===== config.mk =====
export PLATFORM = sky130hd
export DESIGN_NAME = fcs_top
export DESIGN_NICKNAME = d
export VERILOG_FILES = /design/src/fcs_pkg.sv /design/src/fcs_ifs.sv /design/src/fcs_wbs.sv /design/src/fcs_engine.sv /design/src/fcs_top.sv
export VERILOG_INCLUDE_DIRS = /design/src
export SDC_FILE = /design/constraint.sdc
export NUM_CORES = 1
export LEC_CHECK = 0
export BUFFER_PORTS_ARGS = -buffer_cell sky130_fd_sc_hd__buf_2
export CAP_MARGIN = 30
export CORE_MARGIN = 2
export CORE_UTILIZATION = 55
export DETAILED_ROUTE_END_ITERATION = 6
export HOLD_SLACK_MARGIN = 0.06
export MAX_ROUTING_LAYER = met4
export PLACE_DENSITY = 0.85
export SLEW_MARGIN = 20
export SYNTH_ARGS = -nofsm -noshare
export SYNTH_HDL_FRONTEND = slang
export SYNTH_SLANG_ARGS = --single-unit

===== constraint.sdc =====
create_clock -name mclk -period 4.65 [get_ports mclk]
set_input_delay 0.93 -clock mclk [delete_from_list [all_inputs] [get_ports mclk]]
set_output_delay 0.93 -clock mclk [all_outputs]
set_load 0.02 [all_outputs]

===== src/fcs_defines.svh =====
// constants of the flash command sequencer: commands, offsets, bits, timing
`ifndef FCS_DEFINES_SVH
`define FCS_DEFINES_SVH
// ----------------------------------------
// command bytes
// ----------------------------------------
`define FCS_CMD_READ  8'hFF
`define FCS_CMD_STAT  8'h70
`define FCS_CMD_CLR   8'h50
`define FCS_CMD_PROG  8'h40
`define FCS_CMD_ERASE 8'h20
`define FCS_CMD_CONF  8'hD0
// ----------------------------------------
// address map
// ----------------------------------------
`define FCS_REG_SEL   15
`define FCS_OFF_CTRL  16'h8000
`define FCS_OFF_PROT  16'h8004
`define FCS_OFF_SUSP  16'h8008
`define FCS_BLK_HI    12
`define FCS_BLK_LO    11
`define FCS_BLK_NONE  2'h3
// ----------------------------------------
// bit positions
// ----------------------------------------
`define FCS_SR_PER    4
`define FCS_SR_EER    5
`define FCS_SR_RDY    7
`define FCS_CT_RDY    0
`define FCS_CT_CRE    1
`define FCS_CT_LBE    2
`define FCS_CT_PER    6
`define FCS_CT_EER    7
`define FCS_PR_EW1    1
`define FCS_PR_B0D    5
`define FCS_PR_B1D    6
`define FCS_PR_ONE    7
`define FCS_SU_SEN    0
`define FCS_SU_ESR    1
`define FCS_SU_PSR    2
`define FCS_SU_EACT   3
`define FCS_SU_PACT   4
`define FCS_SU_RDOK   6
`define FCS_SU_LPR    7
// ----------------------------------------
// timing
// ----------------------------------------
`define FCS_CLK_MHZ   20
`define FCS_PROG_US   50
`define FCS_ERASE_US  100
`define FCS_PROG_CYC  (`FCS_PROG_US * `FCS_CLK_MHZ)
`define FCS_ERASE_CYC (`FCS_ERASE_US * `FCS_CLK_MHZ)
`endif


===== src/fcs_pkg.sv =====
// types of the flash command sequencer
package fcs_pkg;
  typedef logic [7:0] fcs_byte_t;
  typedef enum logic [1:0] {FM_ARRAY, FM_STATUS, FM_PROG_WAIT,
                            FM_ERASE_WAIT} fcs_mode_e;
  typedef enum logic [1:0] {EN_IDLE, EN_RUN, EN_HOLD} fcs_eng_e;
  typedef struct packed {
    logic cre;
    logic lbe;
    logic ew1;
    logic b0d;
    logic b1d;
    logic sen;
    logic lpr;
    logic perr;
    logic eerr;
    logic esr;
    logic psr;
    logic eact;
    logic pact;
  } fcs_regs_s;
endpackage


===== src/fcs_ifs.sv =====
// carriers between the sequencer core, its bus slave and its engine
`timescale 1ns/1ps
interface fcs_bus_if;
  logic        look;
  logic        act;
  logic        wen;
  logic [15:0] addr;
  logic [7:0]  wdata;
  logic [7:0]  rdata;
  modport wbs  (output look, act, wen, addr, wdata, input rdata);
  modport core (input look, act, wen, addr, wdata, output rdata);
endinterface

interface fcs_op_if;
  logic start;
  logic erase;
  logic hold;
  logic vfail;
  logic busy;
  logic run;
  logic done;
  logic fail;
  modport eng  (input start, erase, hold, vfail,
                output busy, run, done, fail);
  modport core (output start, erase, hold, vfail,
                input busy, run, done, fail);
endinterface


===== src/fcs_wbs.sv =====
// classic wishbone slave: two wait states, byte lane 0 only
`timescale 1ns/1ps
module fcs_wbs (
  input  wire logic        mclk,
  input  wire logic        rst,
  input  wire logic        wb_cyc_i,
  input  wire logic        wb_stb_i,
  input  wire logic        wb_we_i,
  input  wire logic [15:0] wb_adr_i,
  input  wire logic [31:0] wb_dat_i,
  input  wire logic [3:0]  wb_sel_i,
  output logic             wb_ack_o,
  output logic [31:0]      wb_dat_o,
  fcs_bus_if.wbs           b
);
  logic        req;
  logic        ph_q, ph_d, ack_q, ack_d;
  logic [31:0] dat_q, dat_d;

  // first cycle sets the array address, second answers
  always_comb begin
    req   = wb_cyc_i & wb_stb_i & ~ack_q;
    ph_d  = req & ~ph_q;
    ack_d = req & ph_q;
    dat_d = ack_d ? {24'h000000, b.rdata} : dat_q;
  end

  assign b.look  = req & ~ph_q;
  assign b.act   = ack_d;
  assign b.wen   = wb_we_i & wb_sel_i[0];
  assign b.addr  = wb_adr_i;
  assign b.wdata = wb_dat_i[7:0];
  assign wb_ack_o = ack_q;
  assign wb_dat_o = dat_q;

  always_ff @(posedge mclk) begin
    if (rst) begin
      ph_q  <= 1'b0;
      ack_q <= 1'b0;
      dat_q <= 32'h00000000;
    end else begin
      ph_q  <= ph_d;
      ack_q <= ack_d;
      dat_q <= dat_d;
    end
  end
endmodule


===== src/fcs_engine.sv =====
// auto program / auto erase timing engine with suspend hold
`timescale 1ns/1ps
`include "fcs_defines.svh"
module fcs_engine
  import fcs_pkg::*;
(
  input  wire logic mclk,
  input  wire logic rst,
  fcs_op_if.eng     op
);
  fcs_eng_e    st_q, st_d;
  logic [11:0] cnt_q, cnt_d;
  logic        done_q, done_d, fail_q, fail_d;

  always_comb begin
    st_d   = st_q;
    cnt_d  = cnt_q;
    done_d = 1'b0;
    fail_d = 1'b0;
    case (st_q)
      EN_IDLE: if (op.start) begin
        st_d  = EN_RUN;
        cnt_d = op.erase ? 12'(`FCS_ERASE_CYC - 1)
                         : 12'(`FCS_PROG_CYC - 1);
      end
      // verify result is only sampled at the last step
      EN_RUN: if (op.hold) begin
        st_d = EN_HOLD;
      end else if (cnt_q == 12'h000) begin
        st_d   = EN_IDLE;
        done_d = 1'b1;
        fail_d = op.vfail;
      end else begin
        cnt_d = cnt_q - 12'h001;
      end
      EN_HOLD: if (!op.hold) begin
        st_d = EN_RUN;
      end
      default: st_d = EN_IDLE;
    endcase
  end

  assign op.busy = (st_q != EN_IDLE);
  assign op.run  = (st_q == EN_RUN);
  assign op.done = done_q;
  assign op.fail = fail_q;

  always_ff @(posedge mclk) begin
    if (rst) begin
      st_q   <= EN_IDLE;
      cnt_q  <= 12'h000;
      done_q <= 1'b0;
      fail_q <= 1'b0;
    end else begin
      st_q   <= st_d;
      cnt_q  <= cnt_d;
      done_q <= done_d;
      fail_q <= fail_d;
    end
  end
endmodule


===== src/fcs_top.sv =====
// flash command sequencer: command decode, status, protection, suspend
//
// What this block does, and what software must do
// writing FFh as a command enters array-read mode.
// reset leaves array-read mode, kept until another command.
// writing 70h makes flash reads return the status byte until FFh.
// writing 50h clears both error flags in status and control register.
// 40h then a data byte starts auto program at that address.
// 20h then D0h inside a block starts auto erase of that block.
// status ready bit D7 is 0 during an operation, 1 on completion.
// program-active flag is 1 during auto program, 0 when it ends.
// in RAM-executed mode starting an operation enters status-read mode.
// block 0 locked by low enable or its disable; block 1 by its disable.
// no program or erase is accepted while an error flag is set.
// status byte has program error D4, erase error D5, ready D7.
// erase suspend request works only during an erase with suspend on.
// flash-executed mode: interrupt during erase sets erase suspend request.
// program suspend request writable only during a program, suspend on.
// flash-executed mode: interrupt during program sets its request; no 1.
// software sets enables by writing 0 then 1 with no interrupt.
// software keeps low-power read off at high speed and when rewriting.
// software gives the same address in both program bus cycles.
// software never programs an address twice without an erase.
// software issues no erase while a program is suspended.
// software issues no status-read command in flash-executed mode.
// erase-active flag rises at erase start, holds in suspend, then clears.
// read-allowed flag is 0 while running, 1 while suspended.
// a malformed sequence or locked target sets both error flags.
// reserved status bits D0 to D3 and D6 read as zero.
//
// The register addresses and the Wishbone slave port are this design's own decisions.
`timescale 1ns/1ps
`include "fcs_defines.svh"
module fcs_top
  import fcs_pkg::*;
(
  input  wire logic        mclk,
  input  wire logic        rst,
  input  wire logic        wb_cyc_i,
  input  wire logic        wb_stb_i,
  input  wire logic        wb_we_i,
  input  wire logic [15:0] wb_adr_i,
  input  wire logic [31:0] wb_dat_i,
  input  wire logic [3:0]  wb_sel_i,
  output logic             wb_ack_o,
  output logic [31:0]      wb_dat_o,
  input  wire logic        irq_req,
  input  wire logic        arr_verify_fail,
  input  wire logic [7:0]  arr_rdata,
  output logic [12:0]      arr_addr,
  output logic [7:0]       arr_wdata,
  output logic             arr_prog,
  output logic             arr_erase
);
  // ----------------------------------------
  // sub blocks
  // ----------------------------------------
  fcs_bus_if bus ();
  fcs_op_if  op ();

  fcs_wbs u_wbs (
    .mclk     (mclk),
    .rst      (rst),
    .wb_cyc_i (wb_cyc_i),
    .wb_stb_i (wb_stb_i),
    .wb_we_i  (wb_we_i),
    .wb_adr_i (wb_adr_i),
    .wb_dat_i (wb_dat_i),
    .wb_sel_i (wb_sel_i),
    .wb_ack_o (wb_ack_o),
    .wb_dat_o (wb_dat_o),
    .b        (bus.wbs)
  );

  fcs_engine u_eng (
    .mclk (mclk),
    .rst  (rst),
    .op   (op.eng)
  );

  // ----------------------------------------
  // state
  // ----------------------------------------
  fcs_mode_e   mode_q, mode_d;
  fcs_regs_s   r_q, r_d;
  logic [12:0] tgt_q, tgt_d, addr_q, addr_d, idx;
  fcs_byte_t   wdat_q, wdat_d, wd, sb, rd;
  logic        prog_q, prog_d, erase_q, erase_d;
  logic        fl, cw, busy, errs, start, sera;
  logic [1:0]  blk;

  // unallocated block counts as locked
  function automatic logic locked(input logic [1:0] b,
                                  input fcs_regs_s r);
    return (b == 2'h0 && (!r.lbe || r.b0d)) ||
           (b == 2'h1 && r.b1d) || (b == `FCS_BLK_NONE);
  endfunction

  assign fl   = !bus.addr[`FCS_REG_SEL];
  assign idx  = bus.addr[14:2];
  assign blk  = idx[`FCS_BLK_HI:`FCS_BLK_LO];
  assign wd   = bus.wdata;
  assign busy = op.busy;
  assign errs = r_q.perr | r_q.eerr;
  assign cw   = bus.act & bus.wen & fl & r_q.cre;

  // ----------------------------------------
  // command decode and registers
  // ----------------------------------------
  always_comb begin
    mode_d  = mode_q;
    r_d     = r_q;
    tgt_d   = tgt_q;
    addr_d  = addr_q;
    wdat_d  = wdat_q;
    prog_d  = 1'b0;
    erase_d = 1'b0;
    start   = 1'b0;
    sera    = 1'b0;
    if (op.done) begin
      r_d.eact = 1'b0;
      r_d.pact = 1'b0;
    end
    if (bus.look) begin
      addr_d = idx;
    end
    if (cw) begin
      case (mode_q)
        FM_PROG_WAIT: begin
          mode_d = FM_STATUS;
          if (errs || busy) begin
            mode_d = FM_STATUS;
          end else if (locked(blk, r_q)) begin
            r_d.perr = 1'b1;
            r_d.eerr = 1'b1;
          end else begin
            start    = 1'b1;
            prog_d   = 1'b1;
            wdat_d   = wd;
            addr_d   = tgt_q;
            r_d.pact = 1'b1;
            if (r_q.ew1) begin
              mode_d = FM_ARRAY;
            end
          end
        end
        FM_ERASE_WAIT: begin
          mode_d = FM_STATUS;
          if (wd == `FCS_CMD_READ) begin
            mode_d = FM_ARRAY;
          end else if (wd != `FCS_CMD_CONF) begin
            r_d.perr = 1'b1;
            r_d.eerr = 1'b1;
          end else if (errs || busy) begin
            mode_d = FM_STATUS;
          end else if (locked(blk, r_q)) begin
            r_d.perr = 1'b1;
            r_d.eerr = 1'b1;
          end else begin
            start    = 1'b1;
            sera     = 1'b1;
            erase_d  = 1'b1;
            addr_d   = idx;
            r_d.eact = 1'b1;
            if (r_q.ew1) begin
              mode_d = FM_ARRAY;
            end
          end
        end
        default: case (wd)
          `FCS_CMD_READ:  mode_d = FM_ARRAY;
          `FCS_CMD_STAT:  mode_d = FM_STATUS;
          `FCS_CMD_CLR: begin
            r_d.perr = 1'b0;
            r_d.eerr = 1'b0;
          end
          `FCS_CMD_PROG: begin
            mode_d = FM_PROG_WAIT;
            tgt_d  = idx;
          end
          `FCS_CMD_ERASE: mode_d = FM_ERASE_WAIT;
          default: begin
            mode_d   = FM_STATUS;
            r_d.perr = 1'b1;
            r_d.eerr = 1'b1;
          end
        endcase
      endcase
    end
    // failure set wins over a clear in the same cycle
    if (op.done && op.fail) begin
      if (r_q.eact) begin
        r_d.eerr = 1'b1;
      end else begin
        r_d.perr = 1'b1;
      end
    end
    if (bus.act && bus.wen && !fl) begin
      case (bus.addr)
        `FCS_OFF_CTRL: begin
          r_d.cre = wd[`FCS_CT_CRE];
          r_d.lbe = wd[`FCS_CT_CRE] & wd[`FCS_CT_LBE];
          if (!wd[`FCS_CT_CRE]) begin
            r_d.ew1 = 1'b0;
            r_d.b0d = 1'b0;
            r_d.b1d = 1'b0;
          end
        end
        `FCS_OFF_PROT: begin
          r_d.ew1 = wd[`FCS_PR_EW1];
          if (r_q.cre) begin
            r_d.b0d = wd[`FCS_PR_B0D];
            r_d.b1d = wd[`FCS_PR_B1D];
          end
        end
        `FCS_OFF_SUSP: begin
          r_d.sen = wd[`FCS_SU_SEN];
          r_d.lpr = wd[`FCS_SU_LPR];
          if (!r_q.ew1 || !wd[`FCS_SU_ESR]) begin
            r_d.esr = wd[`FCS_SU_ESR];
          end
          if (!r_q.ew1 || !wd[`FCS_SU_PSR]) begin
            r_d.psr = wd[`FCS_SU_PSR];
          end
        end
        default: r_d.sen = r_q.sen;
      endcase
    end
    // interrupt suspend beats a software clear
    if (r_q.ew1 && r_q.sen && irq_req && op.run) begin
      if (r_q.eact) begin
        r_d.esr = 1'b1;
      end
      if (r_q.pact) begin
        r_d.psr = 1'b1;
      end
    end
    if (!r_d.sen || !r_d.eact) begin
      r_d.esr = 1'b0;
    end
    if (!r_d.sen || !r_d.pact) begin
      r_d.psr = 1'b0;
    end
  end

  always_ff @(posedge mclk) begin
    if (rst) begin
      mode_q  <= FM_ARRAY;
      r_q     <= '0;
      tgt_q   <= 13'h0000;
      addr_q  <= 13'h0000;
      wdat_q  <= 8'h00;
      prog_q  <= 1'b0;
      erase_q <= 1'b0;
    end else begin
      mode_q  <= mode_d;
      r_q     <= r_d;
      tgt_q   <= tgt_d;
      addr_q  <= addr_d;
      wdat_q  <= wdat_d;
      prog_q  <= prog_d;
      erase_q <= erase_d;
    end
  end

  assign op.start   = start;
  assign op.erase   = sera;
  assign op.hold    = r_q.esr | r_q.psr;
  assign op.vfail   = arr_verify_fail;
  assign arr_addr   = addr_q;
  assign arr_wdata  = wdat_q;
  assign arr_prog   = prog_q;
  assign arr_erase  = erase_q;

  // ----------------------------------------
  // read data
  // ----------------------------------------
  always_comb begin
    sb = 8'h00;
    sb[`FCS_SR_RDY] = !busy;
    sb[`FCS_SR_PER] = r_q.perr;
    sb[`FCS_SR_EER] = r_q.eerr;
    rd = 8'h00;
    if (fl) begin
      rd = (mode_q == FM_STATUS) ? sb : arr_rdata;
    end else begin
      case (bus.addr)
        `FCS_OFF_CTRL: begin
          rd[`FCS_CT_RDY] = !busy;
          rd[`FCS_CT_CRE] = r_q.cre;
          rd[`FCS_CT_LBE] = r_q.lbe;
          rd[`FCS_CT_PER] = r_q.perr;
          rd[`FCS_CT_EER] = r_q.eerr;
        end
        `FCS_OFF_PROT: begin
          rd[`FCS_PR_EW1] = r_q.ew1;
          rd[`FCS_PR_B0D] = r_q.b0d;
          rd[`FCS_PR_B1D] = r_q.b1d;
          rd[`FCS_PR_ONE] = 1'b1;
        end
        `FCS_OFF_SUSP: begin
          rd[`FCS_SU_SEN]  = r_q.sen;
          rd[`FCS_SU_ESR]  = r_q.esr;
          rd[`FCS_SU_PSR]  = r_q.psr;
          rd[`FCS_SU_EACT] = r_q.eact;
          rd[`FCS_SU_PACT] = r_q.pact;
          rd[`FCS_SU_RDOK] = !op.run;
          rd[`FCS_SU_LPR]  = r_q.lpr;
        end
        default: rd = 8'h00;
      endcase
    end
  end
  assign bus.rdata = rd;
endmodule


==> flow_summary_export.csv <==
group,metric,value,unit
status,outcome,"completed",
power_and_ir_drop,power_density,295,nW/um^2
flow_run,drv_cap,0,
power_and_ir_drop,internal-power,0.00101,W
timing,fmax,336,MHz
global_routing,grt_pass1_wl,16900,microns
floorplanning,core_area,7210,sq um
layout,area_growth,11.7,%
cts,cts_tree,"done",
synthesis,synthXorXnorAreaFrac,0.858,%
timing,holdWs,0.453,ns
routing,finalWirelength,10400,microns
place,dp.cells,637,
timing,slew_headroom,45.5,%
power_and_ir_drop,switching_share,25.0,%
cts,path_clk_slew,0.08,ns
power_and_ir_drop,combPwrFrac,8.9,%
place,place_congestion,0.925,
worst_setup_path,r2r_cells,5,
synthesis,synth.distinct_cells,67,
hold_path,hold_path_end,"tgt_q[1]",
worst_setup_path,critPathLaunchType,"input port",
power_and_ir_drop,clockPowerShare,41.2,%
synthesis,ys.flop_type,"dfxtp_1",
timing,setup-violations-final,0,
global_routing,grt_remaining_overflow,0,
synthesis,yosys-top-cells-area,"dfxtp_1 (38%), a21oi_1 (6.3%), nand2_1 (5.7%)",
synthesis,syn_area_per_cell,8.22,sq um
cts,clock_latency,0.35,ns
hold_path,hold_start,"tgt_q[1]",
routing,routed-via-count,3953,
synthesis,synthAdderAreaFrac,0.306,%
layout,antenna_cells,0,
global_routing,grt_start_max_net_pins,55,
synthesis,synth_edf_count,0,
cts,clockBufferDepth,2,
routing,ant_nets,0,
timing,drv_slew,0,
worst_setup_path,worstPathMaxFanout,18,
floorplanning,initial_utilization,56.6,%
hold_path,hold-path-cell-count,2,
routing,drc,0,
synthesis,yosys.area_share.simple,23.8,%
synthesis,synthTopCellsByCount,"dfxtp_1 (77), nand2_1 (62), a21oi_1 (51), buf_4 (27)",
power_and_ir_drop,vdd_drop_max,0.183,mV
synthesis,ys_seq_elements,77,
synthesis,yosysTopAreaCell,"dfxtp_1",
worst_setup_path,critPathCaptureType,"flop",
worst_setup_path,rr_endpoint,"tgt_q[0]",
power_and_ir_drop,switching_power,0.000336,W
floorplanning,fp.dieArea,8130,sq um
synthesis,muxShareOfSynthArea,4.99,%
timing,min_period,2.97,ns
synthesis,synthArstFlopShare,0,%
floorplanning,row_count,31,
cts,cts_sinks,77,
timing,setup_tns,0,ns
place,hpwl,7450,microns
worst_setup_path,cp.required,4.93,ns
timing,rsz0062_at_grt,"no",
worst_setup_path,critPathArrivalTime,3.25,ns
synthesis,synth_top_family_by_area,"simple AND/OR/NAND/NOR gates",
layout,utilization,63.2,%
synthesis,yosysWarnings,0,
timing,hold_viol,0,
cts,cts_resized,0,
cts,postCtsSetupBuffers,0,
global_routing,grt_pass1_vias,3444,
synthesis,netlist_area,4080,sq um
worst_setup_path,reg2reg_from,"u_wbs.wb_ack_o",
global_routing,antenna_found_initial,0,
cts,htree_levels,3,
synthesis,seq_area_frac_synth,37.7,%
synthesis,post-synth-top-count-cell,"dfxtp_1",
routing,drtIter0Drc,364,
routing,viasPerCell,6.05,
place,port_buffers,71,
layout,final_nets,617,
worst_setup_path,ff2ff_setup_slack,1.91,ns
timing,period_share,64.0,%
power_and_ir_drop,cellLeakagePower,1.69,nW
cts,clockRootBuffer,"clkbuf_8",
synthesis,postSynthCellCount,497,
worst_setup_path,critical_path_class,"in -> reg",
layout,drive_gt1_share,19.3,%
synthesis,synth_compound_area_share,23.4,%
timing,worst_clock_skew,0.0105,ns
layout,stdcell_count,653,
layout,design_area,4560,sq um
routing,drt_pass1_iterations,5,
cts,cts_hold_buf,0,
routing,wire_per_inst,15.9,microns
place,dpl_cell_area,4340,sq um
cts,cts_buffers,9,
floorplanning,fp.dieW,90.2,microns
hold_path,hold_class,"reg -> reg",
floorplanning,die_y,90.2,microns
power_and_ir_drop,pwr-share-seq,49.9,%
floorplanning,io_pins,123,
timing,tightest_slew,0.816,ns
global_routing,track_usage,26.0,%
synthesis,synth.top_cell.area_share,37.7,%
cells in the final DEF, fill, tap and decap left out, drive strengths merged, types with 12 or more instances in the layout:
master / instances
a21oi: 51
nor3: 25
a22oi: 12
o21ai: 19
nor2: 25
buf: 74
dfxtp: 77
mux2i: 17
nand2: 62
conb: 24
o22ai: 15
nand2b: 13
layout make-up:
cell class / instances / area [sq um]
sequential: 77 / 1540
multi-input combinational: 380 / 2270
clock inverter: 5 / 85.1
fill: 618 / 2650
tap: 99 / 124
clock buffer: 11 / 131
timing repair buffer: 74 / 378
inverter: 7 / 26.3
state kept, by name, summed over array words and instances, names as in the netlist:
name and count:
arr_wdata 8, arr_addr 13, u_eng.op.done 1, u_eng.op.fail 1
tgt_q 13, u_eng.st_q 2, r_q 13, u_wbs.wb_dat_o 8
u_wbs.wb_ack_o 1, u_wbs.ph_q 1, arr_erase 1, arr_prog 1
u_eng.cnt_q 12, mode_q 2
worst max path at each step:
| stage | start | to | slack (ns) | cells after the start |
|---|---|---|---|---|
| floorplan | wb_dat_i[1] | u_eng.cnt_q[11] | 1.97 | 7 |
| global placement | wb_stb_i | tgt_q[9] | 1.35 | 6 |
| detailed placement | wb_stb_i | tgt_q[0] | 1.34 | 6 |
| CTS | wb_stb_i | tgt_q[5] | 1.69 | 6 |
| global route | wb_cyc_i | tgt_q[0] | 1.48 | 6 |
| finish | wb_stb_i | tgt_q[0] | 1.68 | 6 |
per-stage QoR:
stage | worst slack (ns) | total power [W]
6_report | 1.68 | 0.00134
2_1_floorplan | 1.97 | 0.000776
4_1_cts | 1.69 | 0.00134
3_3_place_gp | 1.35 | 0.000800
5_1_grt | 1.48 | 0.00138
3_5_place_dp | 1.34 | 0.000803
power by group through the flow:
stage	registers (W)	logic [W]	clock network, W
2_1_floorplan	0.000694	0.0000819	0
3_3_place_gp	0.000685	0.000115	0
3_5_place_dp	0.000685	0.000117	0
4_1_cts	0.000670	0.000118	0.000557
5_1_grt	0.000671	0.000129	0.000585
6_report	0.000670	0.000120	0.000554
worst max-delay path, cell delays in order:
cell and delay (ns):
buf_2 0.09, nand4b_2 0.37, or4b_2 0.86, nor3b_2 0.70, nand2_1 0.11, a21oi_1 0.17
routing by layer:
metal / vias up / GRT usage, % / wire [microns] / share of wire [%]
met5: - / - / 0 / 0
met4: 0 / 9.36 / 215 / 2.1
met3: 23 / 3.19 / 980 / 9.4
met2: 233 / 38.8 / 4670 / 45
met1: 1805 / 36.4 / 4520 / 44
li1: 1892 / - / - / -
cells by family after synthesis:
| kind of cell | Yosys count |
|---|---|
| multiplexers | 20 |
| AND/OR/NAND/NOR | 186 |
| other | 1 |
| AO/OA/AOI/OAI | 145 |
| flip-flops | 77 |
| buffers and inverters | 63 |
| XOR/XNOR | 4 |
| adder cells (fa/ha/maj) | 1 |
(Power assumes the default switching activity.)
